--- src/dmtr_consts.svh ---
`ifndef DMTR_CONSTS_SVH
`define DMTR_CONSTS_SVH

// ****************************************************************
// mode register addresses
// ****************************************************************
`define DMTR_MA_TRAIN 6'h0D
`define DMTR_MA_DQREF 6'h0E
`define DMTR_MA_INV 6'h0F

// ****************************************************************
// training control bit positions
// ****************************************************************
`define DMTR_TC_BUS_TRAIN 0
`define DMTR_TC_PREAMBLE 1
`define DMTR_TC_REF_OUT 2
`define DMTR_TC_FAST_SETTLE 3
`define DMTR_TC_RATE_OPT 4
`define DMTR_TC_MASK_DIS 5
`define DMTR_TC_SP_WRITE 6
`define DMTR_TC_SP_OPER 7

// ****************************************************************
// dq reference field layout
// ****************************************************************
`define DMTR_REF_RANGE 6
`define DMTR_REF_LVL_MSB 5
`define DMTR_REF_LVL_MAX 6'h32
`define DMTR_REF_USED_MASK 8'h7F

// ****************************************************************
// reset values
// ****************************************************************
`define DMTR_RST_TRAIN 8'h00
`define DMTR_RST_DQREF 8'h4D
`define DMTR_RST_INV 8'h55

// ****************************************************************
// refresh-rate codes
// ****************************************************************
`define DMTR_RR_FAST1 3'h1
`define DMTR_RR_FAST2 3'h2
`define DMTR_RR_SUBST 3'h3

// ****************************************************************
// calibration burst
// ****************************************************************
`define DMTR_CAL_LAST 4'hF
`define DMTR_CAL_HALF 3
`define DMTR_CAL_IDX_MSB 2
`define DMTR_CAL_ST_BURST 1
`define DMTR_CA_PAD 2'h0
`define DMTR_OE_ALL 8'hFF
`define DMTR_OE_NONE 8'h00
`define DMTR_BYTE_ZERO 8'h00

`endif

--- src/dmtr_pkg.sv ---
package dmtr_pkg;

  // ****************************************************************
  // types
  // ****************************************************************
  typedef enum logic [1:0] {
    DMTR_CAL_IDLE  = 2'b01,
    DMTR_CAL_BURST = 2'b10
  } dmtr_cal_t;

  typedef struct packed {
    logic cke_s1;
    logic cke_s2;
    logic cke_s3;
    logic cke_val;
    logic [5:0] ca_s1;
    logic [5:0] ca_s2;
    logic [5:0] ca_s3;
    logic [5:0] ca_val;
    logic [7:0] train;
    logic [7:0] dqref0;
    logic [7:0] dqref1;
    logic [7:0] op_ref;
    logic [7:0] inv;
    dmtr_cal_t cal;
    logic [3:0] beat;
    logic [7:0] dq;
    logic [7:0] dq_oe;
    logic mask_inversion_pin;
    logic dmi_oe;
    logic mrr_vld;
    logic [7:0] mrr_data;
    logic [2:0] rr_report;
    logic dbi_act;
    logic bus_map;
  } dmtr_state_t;

endpackage : dmtr_pkg

--- src/dmtr_mode_regs.sv ---
// Overview of operation
// - write-only training control holds eight mode bits from bit 0, all reset 0
// - writing bus training enable one enters command-bus training
// - training with cke low ignores commands and maps ca onto dq
// - reference output shows operating set-point reference levels on dq pins
// - fast-settle bit selects high-current reference generator mode
// - refresh-rate option acts only when basic info bit zero is one
// - option zero reports 011b in place of 001b or 010b
// - two set-point copies, writes and reads reach the write-selected one
// - device operates from the operate-selected copy only
// - reference holds level code 5:0 and range 6, codes above 110010 reserved
// - range 0 starts at 10.0 percent, range 1 at 22.0, 0.4 per step
// - reset gives range 1 level 001101, writes kept until reset
// - reference read drives bits 7:0 on dq, reserved bits zero
// - write-only lower invert register, one inverts pattern per dq, reset 55h
// - mask/inversion pin carries true calibration data, never inverted
// - no data bus inversion during read calibration
`include "dmtr_consts.svh"

module dmtr_mode_regs
  import dmtr_pkg::*;
(
  input wire logic clk,
  input wire logic rstn,
  input wire logic cke,
  input wire logic [5:0] ca,
  input wire logic cmd_mrw,
  input wire logic cmd_mrr,
  input wire logic [5:0] cmd_addr,
  input wire logic [7:0] cmd_wdata,
  input wire logic basic_info_rate_cap,
  input wire logic [2:0] temp_rate_code,
  input wire logic dbi_enable,
  input wire logic cal_start,
  input wire logic [7:0] cal_pattern_a,
  input wire logic [7:0] cal_pattern_b,
  output logic mrr_valid,
  output logic [7:0] mrr_data,
  output logic [7:0] dq_out,
  output logic [7:0] dq_oe,
  output logic mask_inversion_pin_out,
  output logic mask_inversion_pin_oe,
  output logic bus_training_active,
  output logic preamble_training_enable,
  output logic reference_fast_settle,
  output logic data_mask_disable,
  output logic [5:0] dq_reference_level,
  output logic dq_reference_range,
  output logic [2:0] refresh_rate_report,
  output logic dbi_active,
  output logic cal_active
);

  // ****************************************************************
  // reset release
  // ****************************************************************
  logic rst_s1_ff;
  logic rst_n_ff;

  always_ff @(posedge clk or negedge rstn)
  begin
    if (!rstn)
    begin
      rst_s1_ff <= 1'b0;
      rst_n_ff <= 1'b0;
    end
    else
    begin
      rst_s1_ff <= 1'b1;
      rst_n_ff <= rst_s1_ff;
    end
  end

  // ****************************************************************
  // state
  // ****************************************************************
  dmtr_state_t st_ff;
  dmtr_state_t nxt_st;
  logic cmd_block;
  logic wr_ok;
  logic rd_ok;
  logic pat_bit;
  logic [7:0] rd_copy;

  always_comb
  begin
    nxt_st = st_ff;
    pat_bit = 1'b0;
    rd_copy = `DMTR_BYTE_ZERO;

    // pin synchronisers, a change counts once stages two and three agree
    nxt_st.cke_s1 = cke;
    nxt_st.cke_s2 = st_ff.cke_s1;
    nxt_st.cke_s3 = st_ff.cke_s2;
    if (st_ff.cke_s2 == st_ff.cke_s3)
    begin
      nxt_st.cke_val = st_ff.cke_s3;
    end
    nxt_st.ca_s1 = ca;
    nxt_st.ca_s2 = st_ff.ca_s1;
    nxt_st.ca_s3 = st_ff.ca_s2;
    if (st_ff.ca_s2 == st_ff.ca_s3)
    begin
      nxt_st.ca_val = st_ff.ca_s3;
    end

    // commands are dropped while training with cke low
    cmd_block = st_ff.train[`DMTR_TC_BUS_TRAIN] & ~st_ff.cke_val;
    wr_ok = cmd_mrw & ~cmd_block;
    rd_ok = cmd_mrr & ~cmd_block;

    // ****************************************************************
    // mode register write
    // ****************************************************************
    if (wr_ok)
    begin
      unique case (cmd_addr)
        `DMTR_MA_TRAIN:
        begin
          nxt_st.train = cmd_wdata;
        end
        `DMTR_MA_DQREF:
        begin
          // reserved level codes leave the copy untouched
          if (cmd_wdata[`DMTR_REF_LVL_MSB:0] <= `DMTR_REF_LVL_MAX)
          begin
            if (st_ff.train[`DMTR_TC_SP_WRITE])
            begin
              nxt_st.dqref1 = cmd_wdata & `DMTR_REF_USED_MASK;
            end
            else
            begin
              nxt_st.dqref0 = cmd_wdata & `DMTR_REF_USED_MASK;
            end
          end
        end
        `DMTR_MA_INV:
        begin
          nxt_st.inv = cmd_wdata;
        end
        default:
        begin
          nxt_st.inv = st_ff.inv;
        end
      endcase
    end

    // ****************************************************************
    // mode register read
    // ****************************************************************
    if (st_ff.train[`DMTR_TC_SP_WRITE])
    begin
      rd_copy = st_ff.dqref1;
    end
    else
    begin
      rd_copy = st_ff.dqref0;
    end
    nxt_st.mrr_vld = rd_ok;
    nxt_st.mrr_data = `DMTR_BYTE_ZERO;
    if (rd_ok)
    begin
      // write-only registers and unknown addresses read back as zero
      unique case (cmd_addr)
        `DMTR_MA_DQREF:
        begin
          nxt_st.mrr_data = rd_copy & `DMTR_REF_USED_MASK;
        end
        `DMTR_MA_TRAIN, `DMTR_MA_INV:
        begin
          nxt_st.mrr_data = `DMTR_BYTE_ZERO;
        end
        default:
        begin
          nxt_st.mrr_data = `DMTR_BYTE_ZERO;
        end
      endcase
    end

    // operating copy follows the operate select
    if (nxt_st.train[`DMTR_TC_SP_OPER])
    begin
      nxt_st.op_ref = nxt_st.dqref1;
    end
    else
    begin
      nxt_st.op_ref = nxt_st.dqref0;
    end

    // ****************************************************************
    // calibration burst
    // ****************************************************************
    unique case (st_ff.cal)
      DMTR_CAL_IDLE:
      begin
        nxt_st.beat = 4'h0;
        if (cal_start && !cmd_block)
        begin
          nxt_st.cal = DMTR_CAL_BURST;
        end
      end
      DMTR_CAL_BURST:
      begin
        if (st_ff.beat == `DMTR_CAL_LAST)
        begin
          nxt_st.cal = DMTR_CAL_IDLE;
          nxt_st.beat = 4'h0;
        end
        else
        begin
          nxt_st.beat = st_ff.beat + 4'h1;
        end
      end
    endcase

    // first eight beats from pattern a, last eight from pattern b
    if (nxt_st.beat[`DMTR_CAL_HALF])
    begin
      pat_bit = cal_pattern_b[nxt_st.beat[`DMTR_CAL_IDX_MSB:0]];
    end
    else
    begin
      pat_bit = cal_pattern_a[nxt_st.beat[`DMTR_CAL_IDX_MSB:0]];
    end

    // ****************************************************************
    // dq drive
    // ****************************************************************
    // read answer beats calibration, which beats training map and reference
    nxt_st.bus_map = nxt_st.train[`DMTR_TC_BUS_TRAIN] & ~nxt_st.cke_val;
    nxt_st.mask_inversion_pin = 1'b0;
    nxt_st.dmi_oe = 1'b0;
    if (nxt_st.mrr_vld)
    begin
      nxt_st.dq = nxt_st.mrr_data;
      nxt_st.dq_oe = `DMTR_OE_ALL;
    end
    else if (nxt_st.cal == DMTR_CAL_BURST)
    begin
      nxt_st.dq = {8{pat_bit}} ^ nxt_st.inv;
      nxt_st.dq_oe = `DMTR_OE_ALL;
      nxt_st.mask_inversion_pin = pat_bit;
      nxt_st.dmi_oe = 1'b1;
    end
    else if (nxt_st.bus_map)
    begin
      nxt_st.dq = {`DMTR_CA_PAD, nxt_st.ca_val};
      nxt_st.dq_oe = `DMTR_OE_ALL;
    end
    else if (nxt_st.train[`DMTR_TC_REF_OUT])
    begin
      nxt_st.dq = nxt_st.op_ref;
      nxt_st.dq_oe = `DMTR_OE_ALL;
    end
    else
    begin
      nxt_st.dq = `DMTR_BYTE_ZERO;
      nxt_st.dq_oe = `DMTR_OE_NONE;
    end

    // ****************************************************************
    // refresh-rate report and inversion
    // ****************************************************************
    nxt_st.rr_report = temp_rate_code;
    if (basic_info_rate_cap && !nxt_st.train[`DMTR_TC_RATE_OPT])
    begin
      unique case (temp_rate_code)
        `DMTR_RR_FAST1, `DMTR_RR_FAST2:
        begin
          nxt_st.rr_report = `DMTR_RR_SUBST;
        end
        default:
        begin
          nxt_st.rr_report = temp_rate_code;
        end
      endcase
    end
    nxt_st.dbi_act = dbi_enable & (nxt_st.cal == DMTR_CAL_IDLE);
  end

  always_ff @(posedge clk or negedge rst_n_ff)
  begin
    if (!rst_n_ff)
    begin
      st_ff.cke_s1 <= 1'b0;
      st_ff.cke_s2 <= 1'b0;
      st_ff.cke_s3 <= 1'b0;
      st_ff.cke_val <= 1'b0;
      st_ff.ca_s1 <= '0;
      st_ff.ca_s2 <= '0;
      st_ff.ca_s3 <= '0;
      st_ff.ca_val <= '0;
      st_ff.train <= `DMTR_RST_TRAIN;
      // both set-point copies start at the default reference
      st_ff.dqref0 <= `DMTR_RST_DQREF;
      st_ff.dqref1 <= `DMTR_RST_DQREF;
      st_ff.op_ref <= `DMTR_RST_DQREF;
      st_ff.inv <= `DMTR_RST_INV;
      st_ff.cal <= DMTR_CAL_IDLE;
      st_ff.beat <= '0;
      st_ff.dq <= `DMTR_BYTE_ZERO;
      st_ff.dq_oe <= `DMTR_OE_NONE;
      st_ff.mask_inversion_pin <= 1'b0;
      st_ff.dmi_oe <= 1'b0;
      st_ff.mrr_vld <= 1'b0;
      st_ff.mrr_data <= `DMTR_BYTE_ZERO;
      st_ff.rr_report <= '0;
      st_ff.dbi_act <= 1'b0;
      st_ff.bus_map <= 1'b0;
    end
    else
    begin
      st_ff <= nxt_st;
    end
  end

  // ****************************************************************
  // outputs
  // ****************************************************************
  assign mrr_valid = st_ff.mrr_vld;
  assign mrr_data = st_ff.mrr_data;
  assign dq_out = st_ff.dq;
  assign dq_oe = st_ff.dq_oe;
  assign mask_inversion_pin_out = st_ff.mask_inversion_pin;
  assign mask_inversion_pin_oe = st_ff.dmi_oe;
  assign bus_training_active = st_ff.bus_map;
  assign preamble_training_enable = st_ff.train[`DMTR_TC_PREAMBLE];
  assign reference_fast_settle = st_ff.train[`DMTR_TC_FAST_SETTLE];
  assign data_mask_disable = st_ff.train[`DMTR_TC_MASK_DIS];
  assign dq_reference_level = st_ff.op_ref[`DMTR_REF_LVL_MSB:0];
  assign dq_reference_range = st_ff.op_ref[`DMTR_REF_RANGE];
  assign refresh_rate_report = st_ff.rr_report;
  assign dbi_active = st_ff.dbi_act;
  // one-hot burst bit drives the flag straight from its flop
  assign cal_active = st_ff.cal[`DMTR_CAL_ST_BURST];

endmodule : dmtr_mode_regs

--- config.mk ---
export PLATFORM = sky130hd
export DESIGN_NAME = dmtr_mode_regs
export DESIGN_NICKNAME = d
export VERILOG_FILES = /design/src/dmtr_pkg.sv /design/src/dmtr_mode_regs.sv
export VERILOG_INCLUDE_DIRS = /design/src
export SDC_FILE = /design/constraint.sdc
export NUM_CORES = 1
export LEC_CHECK = 0
export BUFFER_PORTS_ARGS = -buffer_cell sky130_fd_sc_hd__buf_4
export CAP_MARGIN = 20
export CORE_MARGIN = 2
export CORE_UTILIZATION = 49
export DETAILED_ROUTE_END_ITERATION = 10
export GPL_TIMING_DRIVEN = 0
export PLACE_DENSITY = 0.87
export SLEW_MARGIN = 20
export SYNTH_ARGS = -nofsm -noshare
export SYNTH_HDL_FRONTEND = slang
export SYNTH_SLANG_ARGS = --single-unit
--- constraint.sdc ---
create_clock -name clk -period 3.2 [get_ports clk]
set_input_delay 0.32 -clock clk [delete_from_list [all_inputs] [get_ports clk]]
set_output_delay 0.32 -clock clk [all_outputs]
set_load 0.05 [all_outputs]
==> results of run 1 <==
==> cells in the final DEF (no fill, tap or decap), types with 2 or more instances in the layout <==
master / instances
clkbuf_1: 5
a21o_1: 4
buf_6: 2
nor2b_1: 2
o21a_1: 6
nor3_1: 2
xor2_1: 12
and2_1: 5
dfstp_2: 17
a21oi_1: 3
conb_1: 2
nor2_1: 13
mux2i_2: 2
nand4_1: 10
mux2i_1: 11
dfrtp_1: 81
nand2_1: 9
xnor2_1: 3
o22ai_1: 2
nand2b_1: 4
or3_1: 11
buf_2: 2
nand3_1: 15
o2111ai_1: 5
buf_4: 126
inv_6: 2
bufinv_16: 2
clkbuf_8: 9
o21ai_0: 2
a221o_1: 6
mux2_2: 33
inv_1: 9
nor2_2: 2
mux4_2: 4
==> path summary, 6_finish.rpt <==
kind,startpoint,end,slack [ns]
hold / removal,ca[0],nxt_st[90],0.05
min in group asynchronous,rstn,rst_n_ff,0.26
max in group asynchronous,rst_n_ff,dq_reference_level[0],2.07
setup reg to reg,st_ff[70],dq_out[4],0.31
hold reg to reg,nxt_st[93],nxt_st[87],0.35
setup / recovery,st_ff[70],dq_out[4],0.31
==> worst max-delay path: cells and delay by family (launching register included) <==
| family | cells | cell delay, ns |
|---|---|---|
| AOI/OAI and AO/OA | 2 | 0.45 |
| buffers and inverters | 3 | 0.50 |
| DFF | 1 | 0.41 |
| muxes | 1 | 0.48 |
| and+or+nand+nor | 4 | 0.93 |
==> per-stage QoR <==
step           power (mW)  cell area (um^2)
2_1_floorplan       2.805              4404
3_3_place_gp        3.161              5200
3_5_place_dp        3.218              5229
4_1_cts             4.109              5461
5_1_grt             4.305              5499
6_report            4.080              5499
==> registers in the layout, indices dropped and copies added, names as in the netlist, 3 cells and up <==
| name | cells |
|---|---|
| dq_reference_level | 6 |
| dq_out | 8 |
| mrr_data | 7 |
| refresh_rate_report | 3 |
| nxt_st | 14 |
| st_ff | 48 |
==> area by class of cell <==
cell class | count | area [um^2] | share of cell area
buffer | 42 | 299.0 | 0.05438
inverter | 10 | 40.04 | 0.007281
clock inverter | 7 | 98.84 | 0.01797
sequential | 99 | 2502 | 0.4551
tap | 108 | 135.1 | 0.02457
clock buffer | 9 | 123.9 | 0.02253
multi-input combinational | 190 | 1572 | 0.2858
timing repair buffer | 95 | 728.2 | 0.1324
==> cell families (layout without fill, tap and decap cells) <==
kind of cell | count (synthesis) | in the layout | synth area share
muxes | 50 | 50 | 0.1361
buffers and inverters | 52 | 163 | 0.07699
adders and majority gates | 2 | 2 | 0.005113
AOI/OAI and AO/OA | 37 | 37 | 0.06960
xor gates and xnor gates | 15 | 15 | 0.02983
other | 2 | 2 | 0.001705
and+or+nand+nor | 84 | 84 | 0.1134
DFF | 99 | 99 | 0.5673
==> where the power goes <==
part	switching, mW	total (mW)	internal [mW]
clock network	0.439	0.885	0.446
registers	0.102	1.57	1.46
logic	0.928	1.63	0.702
total	1.47	4.08	2.61
==> per-layer routing <==
layer | wire length [um] | vias to the layer above | part of all wire
li1 | - | 1388 | -
met3 | 643 | 30 | 0.067
met5 | 0 | - | 0
met2 | 4678 | 135 | 0.49
met4 | 356 | 0 | 0.037
met1 | 3851 | 1479 | 0.40
==> repair_timing <==
item	CTS	global route
hold endpoints to repair	2	0
buffers inserted	0	5
hold buffers	1	0
setup endpoints to repair	0	1
==> qor.yml, run 1 <==
floorplan.initialDensity: 0.5050
drt-wirelength-per-cell_um: 17.02
ys_top_cells_by_area: "dfrtp_1 47%, dfstp_2 10%, mux2_2 8.4%, buf_4 5.6%, mux2i_1 2.5%"
clkLatencyLatePin_ns: 0.37
relSlewSlack: 0.3922
antenna_left: 0
cts.sinks: 99
nNetsFinal: 495
slowest_stage: "mux2i_2"
ys_types: 53
final_hold_viol_count: 0
synth_flop_cell: "dfrtp_1"
dp_hpwl_mm: 6.673
finalNonFillerCells: 560
antenna_found_initial: 0
dp.cells: 538
io_buffers: 88
syn_area_um2: 4404
fin_util: 0.6306
powerDensity_nw_per_um2: 742.0
grt.total_usage: 0.2042
drive_gt1_frac: 0.4757
worstHoldPathCells: 1
yosys.area.top_type_share: 0.4659
synthArstFlopShare: 1.000
synthCells: 341
fin_crit_sh: 0.9026
yosys-top-cells-count: "82 x dfrtp_1, 33 x buf_4, 33 x mux2_2, 17 x dfstp_2, 15 x nand3_1"
cpPeakStageDelay_ns: 0.48
drv_slew: 0
holdWs_ns: 0.05208
yosysSeqAreaShare: 0.5673
totalWireLength_mm: 9.530
end_kind: "flop"
synth_edf_count: 0
numCtsBuffers: 9
die_w_um: 98.81
grt_util_met1: 0.2638
cp_cell_sequence: "nor2b_2 > nor4_4 > buf_4 > mux2i_2 > inv_4 > buf_6 > or3_1 > o2111ai_1 > nand4_1 > a221o_1"
clock-skew-final_ns: 0.009825
grt_max_degree: 59
cts_root_buf: "clkbuf_8"
drc_errors: 0
vias: 3032
ys_seq_elements: 99
synth_most_common_cell: "dfrtp_1"
die_area_um2: 9762
first_iter_violations: 209
reg2regPathDepth: 10
yosys_warnings: 0
status: "finished clean"
start_kind: "flop"
timing.final.ws_setup_ns: 0.3116
cts_max_level: 3
clk_path_buf_depth: 2
crit_type: "flop to flop"
ir_drop_uv: 536.5
crit_fanout: 10
grt-busiest-layer: "met2"
setup_viol: 0
cap_violations: 0
leakage_nw: 2.654
nFillCells: 641
vias_per_cell: 5.414
grt_util_met2: 0.3290
area_growth_pct: 24.86
rsz0062_at_grt: "false"
tightest_slew_ns: 0.8940
die_y_um: 98.81
max_freq_ghz: 0.3462
cts_tree: "built"
n_antenna_cell: 0
grt_pass1_wl_mm: 15.62
cts_resized: 0
dp_slack_ns: 0.1058
clk_pin_slew_ns: 0.10
critPathRequiredTime_ns: 3.45
hold_path.class: "primary input to flop"
fp-row-count: 34
dr.pass1.iters: 4
grt_overflow: 0
use_met3: 0.05106
core_region_area_um2: 8721
tns_ns: 0
cp.arrival_ns: 3.14
layout_min_cycle_time_ns: 2.888
ioPinCount: 90
grt_pass1_vias: 3239
place.gp.congestion: 0.8732
syn_nets: 389
synth.largest_area_cell: "dfrtp_1"
avgSynthCellArea_um2: 12.92
Note: power is estimated with default switching activity, not from simulation.
==> run 2: changes to the inputs <==
==> constraint.sdc (replaced) <==
create_clock -name clk -period 3.2 [get_ports clk]
set_input_delay 0 -clock clk [delete_from_list [all_inputs] [get_ports clk]]
set_output_delay 0 -clock clk [all_outputs]
set_load 0.05 [all_outputs]
==> run 2 against run 1 <==
Compared with the run above: register-to-register slack about the same; die area is the same; worst hold slack improved by 0.045 ns; sequential power hardly changed; first-iteration DRC count decreased by 4.3%; flip-flop and latch count unchanged; clock-buffer cell count unchanged; final cell count increased by 4.1%; critical endpoint unchanged.
==> qor.yml, run 2 (synthesis gave the netlist of run 1 again) <==
status: "finished clean"
holdWs_ns: 0.09756  # +0.04548 ns
clk_pin_slew_ns: 0.10  # about the same
leakage_nw: 2.750  # +3.6%
drc_errors: 0  # unchanged
worstHoldPathCells: 3  # +2
drive_gt1_frac: 0.4526  # -0.02303
final_hold_viol_count: 0  # unchanged
rsz0062_at_grt: "false"
start_kind: "flop"
core_region_area_um2: 8721  # unchanged
n_antenna_cell: 0  # unchanged
cts.sinks: 99  # unchanged
grt_max_degree: 59  # unchanged
vias_per_cell: 5.388  # -0.49%
layout_min_cycle_time_ns: 2.889  # +0.0001360 ns
die_w_um: 98.81  # unchanged
area_growth_pct: 30.09
die_y_um: 98.81  # unchanged
timing.final.ws_setup_ns: 0.3115  # -0.0001360 ns
dp.cells: 538  # unchanged
min_from: "basic_info_rate_cap"
crit_type: "flop to flop"
grt_pass1_wl_mm: 16.26  # +4.1%
cts_max_level: 3  # unchanged
ioPinCount: 90  # unchanged
relSlewSlack: 0.3836  # -0.008604
hold_path.class: "primary input to flop"
place.gp.congestion: 0.8732  # unchanged
crit_fanout: 10  # unchanged
max_freq_ghz: 0.3462  # about the same
cts_tree: "built"
fp-row-count: 34  # unchanged
finalNonFillerCells: 583  # +4.1%
final_common_cell: "buf_4"
nFillCells: 616  # -3.9%
dp_hpwl_mm: 6.673  # unchanged
antenna_found_initial: 0  # unchanged
r2r-end: "dq_out[4]"
drv_slew: 0  # unchanged
antenna_left: 0  # unchanged
r2r-start: "st_ff[70]"
nNetsFinal: 518  # +4.6%
cp_cell_sequence: "nor2b_2 > nor4_4 > buf_4 > mux2i_2 > inv_4 > buf_6 > or3_1 > o2111ai_1 > nand4_1 > a221o_1"
largest_register: "st_ff"
grt_pass1_vias: 3380  # +4.4%
fin_util: 0.6570  # +0.02640
grt_overflow: 0  # unchanged
cpPeakStageDelay_ns: 0.48  # about the same
reg2regPathDepth: 10  # unchanged
dp_slack_ns: 0.2102  # +0.1044 ns
totalWireLength_mm: 9.886  # +3.7%
rrSetupSlack_ns: 0.31  # about the same
die_area_um2: 9762  # unchanged
tightest_slew_ns: 0.9067  # +0.01265 ns
critPathRequiredTime_ns: 3.46  # about the same
drt-wirelength-per-cell_um: 16.96  # -0.36%
io_buffers: 88  # unchanged
cp.arrival_ns: 3.15  # about the same
powerDensity_nw_per_um2: 717.0  # -3.4%
numCtsBuffers: 9  # unchanged
cts_root_buf: "clkbuf_8"
cap_violations: 0  # unchanged
first_iter_violations: 200  # -4.3%
clock-skew-final_ns: 0.008051  # -0.001774 ns
mostFrequentLayoutCells: "126 x buf_4, 81 x dfrtp_1, 33 x mux2_2"
clk_path_buf_depth: 2  # unchanged
grt.total_usage: 0.2125  # +0.008292
largest_reg_flops: 48  # unchanged
setup_viol: 0  # unchanged
dr.pass1.iters: 6  # +2
end_kind: "flop"
ir_drop_uv: 543.0  # +1.2%
clkLatencyLatePin_ns: 0.37  # about the same
slowest_stage: "mux2i_2"
floorplan.initialDensity: 0.5050  # unchanged
vias: 3141  # +3.6%
holdPathEnd: "refresh_rate_report[0]"
fin_crit_sh: 0.9027  # about the same
## run 2: cell count changes in the layout (fill, tap and decap cells not counted), sizes merged
| cell | previous run | this run |
|---|---|---|
| dlygate4sd3 | 1 | 24 |
## run 2: through the flow
stage / area [um^2] / power, mW / TNS [ns]
3_5_place_dp: 5229 / 3.218 / 0
5_1_grt: 5729 / 4.332 / 0
6_report: 5729 / 4.108 / 0
2_1_floorplan: 4404 / 2.805 / 0
4_1_cts: 5692 / 4.131 / 0
3_3_place_gp: 5200 / 3.161 / -50.72
## run 2: report_power, final
part	switching [mW]	total [mW]	internal, mW
Clock	0.440	0.885	0.445
Sequential	0.102	1.57	1.46
Combinational	0.936	1.66	0.721
Total	1.48	4.11	2.63
## run 2: worst max-delay path by stage
stage / cells after the start / endpoint / startpoint / slack, ns
floorplan: 0 / bus_training_active / rst_n_ff / 0.27
global placement: 0 / mask_inversion_pin_out / rst_n_ff / -0.64
detailed placement: 9 / dq_out[4] / st_ff[70] / 0.21
CTS: 9 / dq_out[4] / st_ff[70] / 0.15
global route: 8 / dq_out[3] / st_ff[32] / 0.14
finish: 10 / dq_out[4] / st_ff[70] / 0.31
## run 2: per-layer routing
layer  share of wire  vias to the layer above  track usage
met3           0.069                       24      0.05319
met4           0.036                        0      0.09062
li1                -                     1438            -
met5               0                        -            0
met2            0.50                      120       0.3534
met1            0.40                     1559       0.2650
## run 2: repair_timing
item                       4_1_cts  5_1_grt
setup endpoints to repair        0        1
hold buffers                    24        0
buffers inserted                 0        5
resized for setup                0        0
hold endpoints to repair        48        0
## run 2: worst max-delay path, delay by kind of cell (launching register included)
| family | cells | cell delay, ns |
|---|---|---|
| mux | 1 | 0.48 |
| flops | 1 | 0.41 |
| buf+inv | 3 | 0.50 |
| compound gates | 2 | 0.44 |
| simple gates | 4 | 0.93 |
## run 2: final cells by class
| class | count | area (um^2) | area share |
|---|---|---|---|
| Clock buffer | 9 | 123.9 | 0.02162 |
| Timing Repair Buffer | 118 | 958.4 | 0.1673 |
| Buffer | 42 | 299.0 | 0.05219 |
| Sequential cell | 99 | 2502 | 0.4368 |
| Inverter | 10 | 40.04 | 0.006988 |
| Clock inverter | 7 | 98.84 | 0.01725 |
| Tap cell | 108 | 135.1 | 0.02359 |
| Multi-Input combinational cell | 190 | 1572 | 0.2743 |
==> run 3: changes to the inputs <==
PLACE_DENSITY = 0.75   (was 0.87)
==> run 3 against run 2 <==
Compared with the run above: flip-flop and latch count did not move; routed wire length down 8.8%; final cell count is 0.51% lower; critical path depth decreased by 1; combinational power is essentially flat; critical endpoint unchanged; largest power group unchanged.
==> qor.yml, run 3 (synthesis gave the netlist of run 1 again) <==
core_region_area_um2: 8721  # unchanged
drc_errors: 0  # unchanged
largest_reg_flops: 48  # unchanged
grt_max_degree: 59  # unchanged
antenna_left: 0  # unchanged
dr.pass1.iters: 4  # -2
grt_pass1_vias: 3162  # -6.4%
tns_ns: 0  # unchanged
postCtsSetupBuffers: 0  # unchanged
powerDensity_nw_per_um2: 699.6  # -2.4%
layout_min_cycle_time_ns: 3.052  # +0.1635 ns
die_area_um2: 9762  # unchanged
crit_type: "flop to flop"
cts_tree: "built"
start_kind: "flop"
totalWireLength_mm: 9.012  # -8.8%
cts_max_level: 3  # unchanged
grt.total_usage: 0.1969  # -0.01558
ir_drop_uv: 522.7  # -3.7%
leakage_nw: 2.721  # -1.1%
status: "finished clean"
cp.arrival_ns: 3.31  # +0.16 ns
final_common_cell: "buf_4"
holdWs_ns: 0.06539  # -0.03217 ns
area_growth_pct: 29.09
topRoutingLayerUsed: "met4"
ioPinCount: 90  # unchanged
relSlewSlack: 0.3988  # +0.01518
mostFrequentLayoutCells: "122 x buf_4, 81 x dfrtp_1, 33 x mux2_2"
largest_register: "st_ff"
cp_cell_sequence: "nor2b_2 > nor4_4 > mux2i_2 > inv_4 > buf_6 > or3_1 > o2111ai_1 > nand4_1 > a221o_1"
max_freq_ghz: 0.3277  # -5.4%
wl_met2_mm: 4.505  # -8.6%
numCtsBuffers: 9  # unchanged
fin_util: 0.6519  # -0.005021
vias: 3052  # -2.8%
clkLatencyLatePin_ns: 0.36  # about the same
cts.sinks: 99  # unchanged
cts_resized: 0  # unchanged
fin_crit_sh: 0.9538  # +0.05109
fp-row-count: 34  # unchanged
first_iter_violations: 144  # -28%
die_y_um: 98.81  # unchanged
finalPower_mw: 3.978  # -3.2%
antenna_found_initial: 0  # unchanged
die_w_um: 98.81  # unchanged
critPathRequiredTime_ns: 3.45  # about the same
drv_slew: 0  # unchanged
cpPeakStageDelay_ns: 0.66  # +0.18 ns
finalNonFillerCells: 580  # -0.51%
clk_pin_slew_ns: 0.10  # about the same
cts_root_buf: "clkbuf_8"
nNetsFinal: 515  # -0.58%
drive_gt1_frac: 0.4470  # -0.005598
crit_buf_inv: 2  # -1
setup_viol: 0  # unchanged
drt-wirelength-per-cell_um: 15.54  # -8.4%
hold_path.class: "primary input to flop"
rsz0062_at_grt: "false"
io_buffers: 88  # unchanged
n_antenna_cell: 0  # unchanged
place.gp.congestion: 0.8195  # -6.1%
vias_per_cell: 5.262  # -2.3%
tightest_slew_ns: 0.8844  # -0.02233 ns
clock-skew-final_ns: 0.01025  # +0.002197 ns
end_kind: "flop"
dp_hpwl_mm: 6.318  # -5.3%
grt_overflow: 0  # unchanged
slowest_stage: "nor4_4"
dp.cells: 539  # +0.19%
grt_pass1_wl_mm: 15.17  # -6.7%
clk_path_buf_depth: 2  # unchanged
wl_met1_mm: 3.959  # +0.99%
wl_met3_um: 450  # -34%
crit_fanout: 10  # unchanged
cap_violations: 0  # unchanged
floorplan.initialDensity: 0.5050  # unchanged
cpLargestDelayFamily: "simple AND/OR/NAND/NOR gates"
final_hold_viol_count: 0  # unchanged
==> run 3: report_power, final <==
group	internal, mW	switching [mW]	total [mW]
Sequential	1.46	0.0932	1.56
Combinational	0.726	0.918	1.64
Clock	0.321	0.457	0.778
Total	2.51	1.47	3.98
==> run 3: through the flow <==
stage / setup WS, ns / cell area (um^2)
6_report: 0.1480 / 5685
4_1_cts: 0.1498 / 5685
5_1_grt: 0.05242 / 5685
3_5_place_dp: 0.1527 / 5244
2_1_floorplan: 0.2678 / 4404
3_3_place_gp: -0.6922 / 5200
==> run 3: worst register-to-register path: cells and delay by family (launching register included) <==
family / cells / cell delay, ns
buf+inv: 2 / 0.28
flops: 1 / 0.40
compound gates: 2 / 0.43
mux: 1 / 0.54
simple gates: 4 / 1.29
==> run 3: cell type report <==
| type | instances | area [um^2] |
|---|---|---|
| plain buffers | 42 | 299.0 |
| clock buffers | 10 | 137.6 |
| clock inverters | 6 | 53.80 |
| fillers | 694 | 3035 |
| inverters | 10 | 40.04 |
| multi-input cells | 190 | 1572 |
| flip-flops and latches | 99 | 2502 |
| well taps | 108 | 135.1 |
| repair buffers | 115 | 945.9 |
==> run 3: path summary, 6_finish.rpt <==
check | end | startpoint | slack, ns | depth (start not counted)
worst max-delay path | dq_out[4] | st_ff[70] | 0.15 | 9
worst min-delay path | st_ff[70] | cmd_addr[1] | 0.07 | 4
worst max register to register | dq_out[4] | st_ff[70] | 0.15 | 9
worst min register to register | st_ff[83] | rst_n_ff | 0.32 | 0
max in group asynchronous | st_ff[44] | rst_n_ff | 2.19 | 1
min in group asynchronous | st_ff[83] | rst_n_ff | 0.32 | 0
==> run 3: per-layer routing <==
layer / vias up / track usage
met3: 10 / 0.04681
met4: 0 / 0.05585
li1: 1430 / -
met2: 85 / 0.3243
met5: - / 0
met1: 1527 / 0.2628
==> run 3: timing repair <==
action,4_1_cts,5_1_grt
hold buffers,25,0
endpoints found under the hold margin,50,0
endpoints found under the setup margin,0,0
